### config.mk
export PLATFORM = sky130hd
export DESIGN_NAME = tks_sensor
export DESIGN_NICKNAME = d
export VERILOG_FILES = /design/src/rtl/tks_pkg.sv /design/src/rtl/tks_fifo_if.sv /design/src/rtl/tks_fifo.sv /design/src/rtl/tks_sensor.sv
export SDC_FILE = /design/constraint.sdc
export NUM_CORES = 1
export LEC_CHECK = 0
export ABC_AREA = 1
export BUFFER_PORTS_ARGS = -buffer_cell sky130_fd_sc_hd__buf_2
export CAP_MARGIN = 20
export CORE_MARGIN = 10
export CORE_UTILIZATION = 55
export CTS_CLUSTER_DIAMETER = 200
export DETAILED_ROUTE_END_ITERATION = 8
export PLACE_DENSITY = 0.85
export SYNTH_ARGS = -nofsm -noshare
export SYNTH_HDL_FRONTEND = slang
export SYNTH_SLANG_ARGS = --single-unit
### constraint.sdc
create_clock -name clk -period 4.7 [get_ports clk]
set_input_delay 0.94 -clock clk [delete_from_list [all_inputs] [get_ports clk]]
set_output_delay 0.94 -clock clk [all_outputs]
set_load 0.1 [all_outputs]
### src/rtl/tks_pkg.sv
// Constants shared by the touch keypad sensor core and its event store.
// Assumes one 250 MHz clock and an active-high asynchronous reset.
package tks_pkg;
  localparam int          TKS_FIFO_DEPTH = 30;  // Touch events held at most
  localparam int          TKS_ELECTRODES = 8;   // Electrodes scanned
  localparam int          TKS_CLK_MHZ    = 250; // System clock rate
  localparam logic        TKS_IRQ_RESET  = 1'h0;
  localparam logic        TKS_PRESSED    = 1'h1; // Event flag for a press
  localparam logic        TKS_RELEASED   = 1'h0; // Event flag for a release

  // Scan engine states, one-hot
  typedef enum logic [2:0] {
    TKS_STOP = 3'h1,  // Stop mode, configuration says halt
    TKS_RUN  = 3'h2,  // Electrodes scanned round robin
    TKS_HALT = 3'h4   // Fault pending, scanning frozen
  } tks_scan_t;
endpackage

### src/rtl/tks_fifo_if.sv
// Link between the sensor core and its touch event store.
// Assumes both ends share one clock; the core pushes and pops.
`timescale 1ns/1ps
`default_nettype none
interface tks_fifo_if #(
  parameter int W     = 4,
  parameter int CNT_W = 5
);
  logic             push;
  logic [W-1:0]     push_data;
  logic             pop;
  logic [W-1:0]     head;
  logic             empty;
  logic             full;
  logic [CNT_W-1:0] count;

  modport core  (output push, output push_data, output pop,
                 input head, input empty, input full, input count);
  modport store (input push, input push_data, input pop,
                 output head, output empty, output full, output count);
endinterface
`default_nettype wire

### src/rtl/tks_fifo.sv
// Touch event store: circular buffer of fixed depth.
// Assumes the core never pushes when full nor pops when empty.
`timescale 1ns/1ps
`default_nettype none
module tks_fifo
  import tks_pkg::*;
#(
  parameter int W     = 4,
  parameter int DEPTH = TKS_FIFO_DEPTH,
  parameter int CNT_W = 5
) (
  input  wire logic  clk,
  input  wire logic  rst,
  tks_fifo_if.store  fif
);
  localparam int PTR_W = $clog2(DEPTH);

  typedef struct packed {
    logic [PTR_W-1:0] rd;
    logic [PTR_W-1:0] wr;
    logic [CNT_W-1:0] count;
  } tks_fifo_state_t;

  tks_fifo_state_t  s;
  tks_fifo_state_t  next_s;
  logic [W-1:0]     mem [DEPTH];

  // Pointer wrap at the depth, which need not be a power of two
  function automatic logic [PTR_W-1:0] bump(input logic [PTR_W-1:0] p);
    bump = (p == PTR_W'(DEPTH - 1)) ? '0 : p + PTR_W'(1);
  endfunction

  // Pointer and occupancy update
  always_comb begin
    next_s = s;
    if (fif.push) begin
      next_s.wr = bump(s.wr);
    end
    if (fif.pop) begin
      next_s.rd = bump(s.rd);
    end
    if (fif.push && !fif.pop) begin
      next_s.count = s.count + CNT_W'(1);
    end else if (fif.pop && !fif.push) begin
      next_s.count = s.count - CNT_W'(1);
    end
  end

  always_ff @(posedge clk or posedge rst) begin
    if (rst) begin
      s <= '0;
    end else begin
      s <= next_s;
    end
  end

  // Storage has no reset; occupancy guards every read
  always_ff @(posedge clk) begin
    if (fif.push) begin
      mem[s.wr] <= fif.push_data;
    end
  end

  assign fif.head  = mem[s.rd];
  assign fif.empty = (s.count == '0);
  assign fif.full  = (s.count == CNT_W'(DEPTH));
  assign fif.count = s.count;
endmodule
`default_nettype wire

### src/rtl/tks_sensor.sv
// Capacitive touch keypad sensor core: scan, event store, fault, interrupt.
// Assumes electrode and short-detect pins are asynchronous; host-side
// controls come from logic on clk.
`timescale 1ns/1ps
`default_nettype none

// Behaviour
// - Interrupt output raised when touch events wait.
// - Touch events buffered, at most thirty entries.
// - Fault flags report supply or ground shorts.
// - Fault halts scanning until cleared.
module tks_sensor
  import tks_pkg::*;
#(
  parameter int N     = TKS_ELECTRODES,
  parameter int DEPTH = TKS_FIFO_DEPTH
) (
  input  wire logic                 clk,
  input  wire logic                 rst,
  input  wire logic [N-1:0]         touch_pin,
  input  wire logic [N-1:0]         short_vdd_pin,
  input  wire logic [N-1:0]         short_vss_pin,
  input  wire logic                 cfg_irq_enable,
  input  wire logic                 cfg_run,
  input  wire logic                 fault_clear,
  input  wire logic                 event_read,
  output logic                      touch_irq,
  output logic [$clog2(N):0]        event_data,
  output logic                      event_valid,
  output logic                      event_empty,
  output logic [$clog2(DEPTH+1)-1:0] event_count,
  output logic [N-1:0]              fault_vdd,
  output logic [N-1:0]              fault_vss,
  output logic                      fault_any,
  output logic                      scanning
);
  localparam int IDX_W = $clog2(N);
  localparam int EVW   = IDX_W + 1;
  localparam int CNT_W = $clog2(DEPTH + 1);

  typedef struct packed {
    logic [N-1:0]     touch_s1;
    logic [N-1:0]     touch_s2;
    logic [N-1:0]     vdd_s1;
    logic [N-1:0]     vdd_s2;
    logic [N-1:0]     vss_s1;
    logic [N-1:0]     vss_s2;
    logic [N-1:0]     key;       // Last reported level per electrode
    logic [IDX_W-1:0] idx;       // Electrode under scan
    tks_scan_t        scan;
    logic [N-1:0]     flt_vdd;
    logic [N-1:0]     flt_vss;
    logic             irq;
    logic [EVW-1:0]   rd_data;
    logic             rd_valid;
    logic             empty;     // Store empty, registered copy
    logic             flt_any;   // Summary of both flag vectors
  } tks_state_t;

  tks_state_t s;
  tks_state_t next_s;

  tks_fifo_if #(.W(EVW), .CNT_W(CNT_W)) fif ();

  tks_fifo #(
    .W     (EVW),
    .DEPTH (DEPTH),
    .CNT_W (CNT_W)
  ) u_store (
    .clk (clk),
    .rst (rst),
    .fif (fif)
  );

  // Round-robin electrode step
  function automatic logic [IDX_W-1:0] next_idx(input logic [IDX_W-1:0] i);
    next_idx = (i == IDX_W'(N - 1)) ? '0 : i + IDX_W'(1);
  endfunction

  // Any set flag in either short vector; scan gate and summary share it
  function automatic logic any_fault(
    input logic [N-1:0] v,
    input logic [N-1:0] g
  );
    any_fault = (|v) | (|g);
  endfunction

  // Occupancy the store will hold after this edge
  function automatic logic [CNT_W-1:0] count_after(
    input logic [CNT_W-1:0] c,
    input logic             up,
    input logic             down
  );
    count_after = c + CNT_W'(up) - CNT_W'(down);
  endfunction

  logic fault_now;
  logic do_pop;
  logic do_push;

  // Fault summary from sticky flags
  assign fault_now = any_fault(s.flt_vdd, s.flt_vss);
  assign do_pop    = event_read && !fif.empty;
  assign do_push   = (s.scan == TKS_RUN) && (s.key[s.idx] != s.touch_s2[s.idx])
                     && !fif.full;

  // Scan, fault and read logic
  always_comb begin
    next_s = s;
    // Second stage is the only reader of the first
    next_s.touch_s1 = touch_pin;
    next_s.touch_s2 = s.touch_s1;
    next_s.vdd_s1   = short_vdd_pin;
    next_s.vdd_s2   = s.vdd_s1;
    next_s.vss_s1   = short_vss_pin;
    next_s.vss_s2   = s.vss_s1;

    // Sticky shorts; a short seen during clear still sets
    next_s.flt_vdd = (s.flt_vdd & ~{N{fault_clear}}) | s.vdd_s2;
    next_s.flt_vss = (s.flt_vss & ~{N{fault_clear}}) | s.vss_s2;

    // Scan engine; fault freezes it regardless of run mode
    case (s.scan)
      TKS_STOP: begin
        if (fault_now) begin
          next_s.scan = TKS_HALT;
        end else if (cfg_run) begin
          next_s.scan = TKS_RUN;
        end
      end
      TKS_RUN: begin
        if (fault_now) begin
          next_s.scan = TKS_HALT;
        end else if (!cfg_run) begin
          next_s.scan = TKS_STOP;
        end else if (!(s.key[s.idx] != s.touch_s2[s.idx]) || do_push) begin
          // Change held back when full is retried on this electrode
          next_s.idx = next_idx(s.idx);
        end
      end
      TKS_HALT: begin
        // Leave only once every flag is cleared
        if (!fault_now) begin
          next_s.scan = cfg_run ? TKS_RUN : TKS_STOP;
        end
      end
      default: begin
        next_s.scan = TKS_STOP;
      end
    endcase

    // Record a level change as a press or release event
    if (do_push) begin
      next_s.key[s.idx] = s.touch_s2[s.idx];
    end

    // Read side: one-cycle valid with the popped entry
    next_s.rd_valid = do_pop;
    if (do_pop) begin
      next_s.rd_data = fif.head;
    end

    // Interrupt stands while events wait; lags the store by one edge
    // both on rise and fall, so a host sees a stable, glitch-free level
    next_s.irq = cfg_irq_enable && !fif.empty;

    // Status flags are registered so every output leaves a flop.
    // The empty flag moves on the same edge as the store count, and
    // the fault summary on the same edge as the flag vectors, so a
    // host that reads them together never sees them disagree.
    next_s.empty   = (count_after(fif.count, do_push, do_pop) == '0);
    next_s.flt_any = any_fault(next_s.flt_vdd, next_s.flt_vss);
  end

  // Reset leaves the store empty and the scan engine stopped; the
  // empty flag must come out of reset high to match a zero count,
  // otherwise a host would try to pop a store that holds nothing.

  always_ff @(posedge clk or posedge rst) begin
    if (rst) begin
      s      <= '0;
      s.scan <= TKS_STOP;
      s.irq  <= TKS_IRQ_RESET;
      s.empty <= 1'b1;
    end else begin
      s <= next_s;
    end
  end

  // Store traffic; the event word carries the new level as press or
  // release flag above the electrode index
  assign fif.push      = do_push;
  assign fif.push_data = {s.touch_s2[s.idx] ? TKS_PRESSED : TKS_RELEASED, s.idx};
  assign fif.pop       = do_pop;

  // Outputs straight from state
  assign touch_irq   = s.irq;
  assign event_data  = s.rd_data;
  assign event_valid = s.rd_valid;
  assign event_empty = s.empty;
  assign event_count = fif.count;
  assign fault_vdd   = s.flt_vdd;
  assign fault_vss   = s.flt_vss;
  assign fault_any   = s.flt_any;
  // Run state bit of the one-hot scan code
  assign scanning    = s.scan[1];
endmodule
`default_nettype wire

==> run metrics <==
status completed; crit-path max cell delay 780 ps; layout cell share with drive strength beyond 1 0.132; Max-Cap Viols 0; Total Die Area 22600 µm²; clock root buffer clkbuf_16; CTS tree done; Setup CP Type flop to flop; GR met2 Demand/Resource 0.307; CP cell instances nor2_1 -> nand3_1 -> nand2_1 -> inv_2 -> nand2_4 -> nand2_2 -> nand2_2 -> nor2_8 -> ha_1 -> inv_1 -> fa_1 -> a21oi_1 -> nor2_1 -> nor2_1 -> nand2_1 -> nand2_1 -> nor2_1 -> xor2_1; WHS 346 ps; CTS sink cnt 221; Final Skew 17.7 ps; Post-Syn Area 9340 µm²; residual DRC count 0; CP max FO 39; Most common cell on crit path nor2_1; Placed Area 9660 µm²; Clock Pin Slew Worst Setup and Hold Paths 60 ps; total gr overflow 0; setup TNS 0 ps; remaining antenna violation count 0; largest net degree at the start of global routing 77; Site Rows 47; critical path required time 5080 ps; worst path arrival time 4090 ps; Critical Path End Type flop; slew margin rel. 0.358; Nets 965; syn nets 927; Post-CTS Hold Buffers 0; Post-Layout Cell Count 1150; Core Region 16600 µm²; Synth cell types 38; first-pass GRT wire length 31800 µm; Lkg Pwr 4.55 nW; PostCTS Resize Cnt 0; Bufs on Longest Clock Path 3; Avg Vias per Cell 5.46; Design Area, Final 10500 µm²; Power Dens Cells 558 nW/µm²; WL final 19400 µm; Starting Density 0.561; IO Pins 60; flops & latches, synth 221; fillcell total 1247; vias in the first global route 6318; vias post-DR 6281; HP Class flop to flop; number of port buffers 59; postcts setup bufs 0; Hold Path Depth 0; Syn Area/Cell 10.7 µm²; Setup crit start kind flop; RSZ-0062 raised after global routing no; Max Transition Viols Final 0; Syn Inst Count 876; period utilization 0.788; GRT busiest layer met2; final setup violation count 0; Post-DP HPWL 12400 µm; DR pass1 iterations 5; Synth Warn # 0; FMAX 270 MHz; slowest CP cell dfrtp_1; die width 150 µm; Placed Instances 1110; Global Route Usage Sum 0.174; H-tree depth 1; worst-skew pair later-pin latency 510 ps; Antenna Cells 0; Synth-to-Final Area Change 12.0%; M3 GR Usage 0.0321; Peak supply drop 0.000590 V; actual slew at the worst max-slew pin 964 ps; R2R cell count 18; antenna violations before repair 0; met1 GRT Util 0.212; Seq/Total Area, Yosys 0.657; Final GP Congestion 0.848; Die H 150 µm; final hold viol count 0; DR iter-0 viols 577; drt wl/cell 16.9 µm; Core Util, Final 0.628; clock period minus worst slack 3700 ps; total CTS buffers 22
==> layout by cell type, fill, tap and decap left out, types with 6 or more instances in the layout <==
master	instances
nand2_1	152
nor2_1	132
edfxtp_1	120
dfrtp_1	98
inv_1	76
nand3_1	67
buf_2	59
o21ai_0	58
clkbuf_16	26
a21oi_1	20
ha_1	19
o211ai_1	12
nor3_1	11
o21bai_1	10
buf_4	9
xor2_1	6
==> sequential cells by signal, summed over array words and instances (netlist names), 4 cells and up <==
signal	flops
fault_vss	8
u_store.mem	120
next_s	24
event_data	4
u_store.s	10
u_store.fif.count	5
s	34
fault_vdd	8
==> cells by family after synthesis <==
| kind of cell | share of synthesized area |
|---|---|
| flip-flops | 0.657 |
| buffers and inverters | 0.0673 |
| XOR/XNOR | 0.00844 |
| AND/OR/NAND/NOR | 0.173 |
| adder cells (fa/ha/maj) | 0.0297 |
| AO/OA/AOI/OAI | 0.0651 |
==> critical path, delay by kind of cell (launching register included) <==
family,cells,cell delay (ps)
xor gates and xnor gates,1,130
buffers and inverters,2,190
DFF,1,780
adders and majority gates,2,700
AOI/OAI and AO/OA,1,180
and+or+nand+nor,12,1600
==> metrics by stage <==
stage / total power [mW] / worst slack [ps]
after floorplan: 3.67 / 1120
after global placement: 3.93 / 1340
after detailed placement: 3.99 / 1100
after CTS: 5.85 / 1050
after global routing: 6.14 / 603
final: 5.83 / 995
==> cell usage after synthesis, drive strengths merged <==
master  number  area (µm²)
nand2      158         613
nor2       133         516
edfxtp     120        3600
dfrtp       99        2480
inv         79         297
nand3       68         345
o21ai       59         295
buf         33         245
clkbuf      21        78.8
a21oi       20         100
ha          19         238
o211ai      12        90.1
nor3        11        55.1
o21bai      10        75.1
xor2         6        52.6
nand4        5        31.3
nor4         4        25.0
xnor2        3        26.3
clkinv       2        7.51
dfstp        2        52.6
fa           2        40.0
or2          2        12.5
a21o         1        7.51
a311oi       1        8.76
a32oi        1        8.76
nand3b       1        7.51
nor3b        1        7.51
o21a         1        7.51
o22ai        1        6.26
o32ai        1        8.76
==> final cells by class <==
type,count,area (µm²),share of cell area
inverters,81,307,0.0293
clock buffers,33,731,0.0699
multi-input cells,520,2580,0.246
well taps,220,275,0.0263
repair buffers,68,363,0.0347
clock inverters,7,70.1,0.00670
flip-flops and latches,221,6130,0.587
==> worst paths after layout <==
kind	startpoint	end	slack [ps]
min	next_s[58]	s[58]	350
max in group asynchronous	rst	s[24]	3080
min reg2reg	next_s[58]	s[58]	350
min in group asynchronous	rst	event_data[3]	640
max	fif.push_data[2]	u_store.fif.count[4]	1000
max reg2reg	fif.push_data[2]	u_store.fif.count[4]	1000
==> power by group <==
part           internal, mW  switching [mW]
registers              2.15           0.125
logic                 0.459            1.25
clock network          1.14           0.719
total                  3.74            2.09
==> layer usage <==
metal	vias up	share of wire
li1	2975	-
met3	39	0.080
met5	-	0
met2	274	0.52
met1	2993	0.38
met4	0	0.020
No activity file was read; power rests on OpenSTA's default activity.
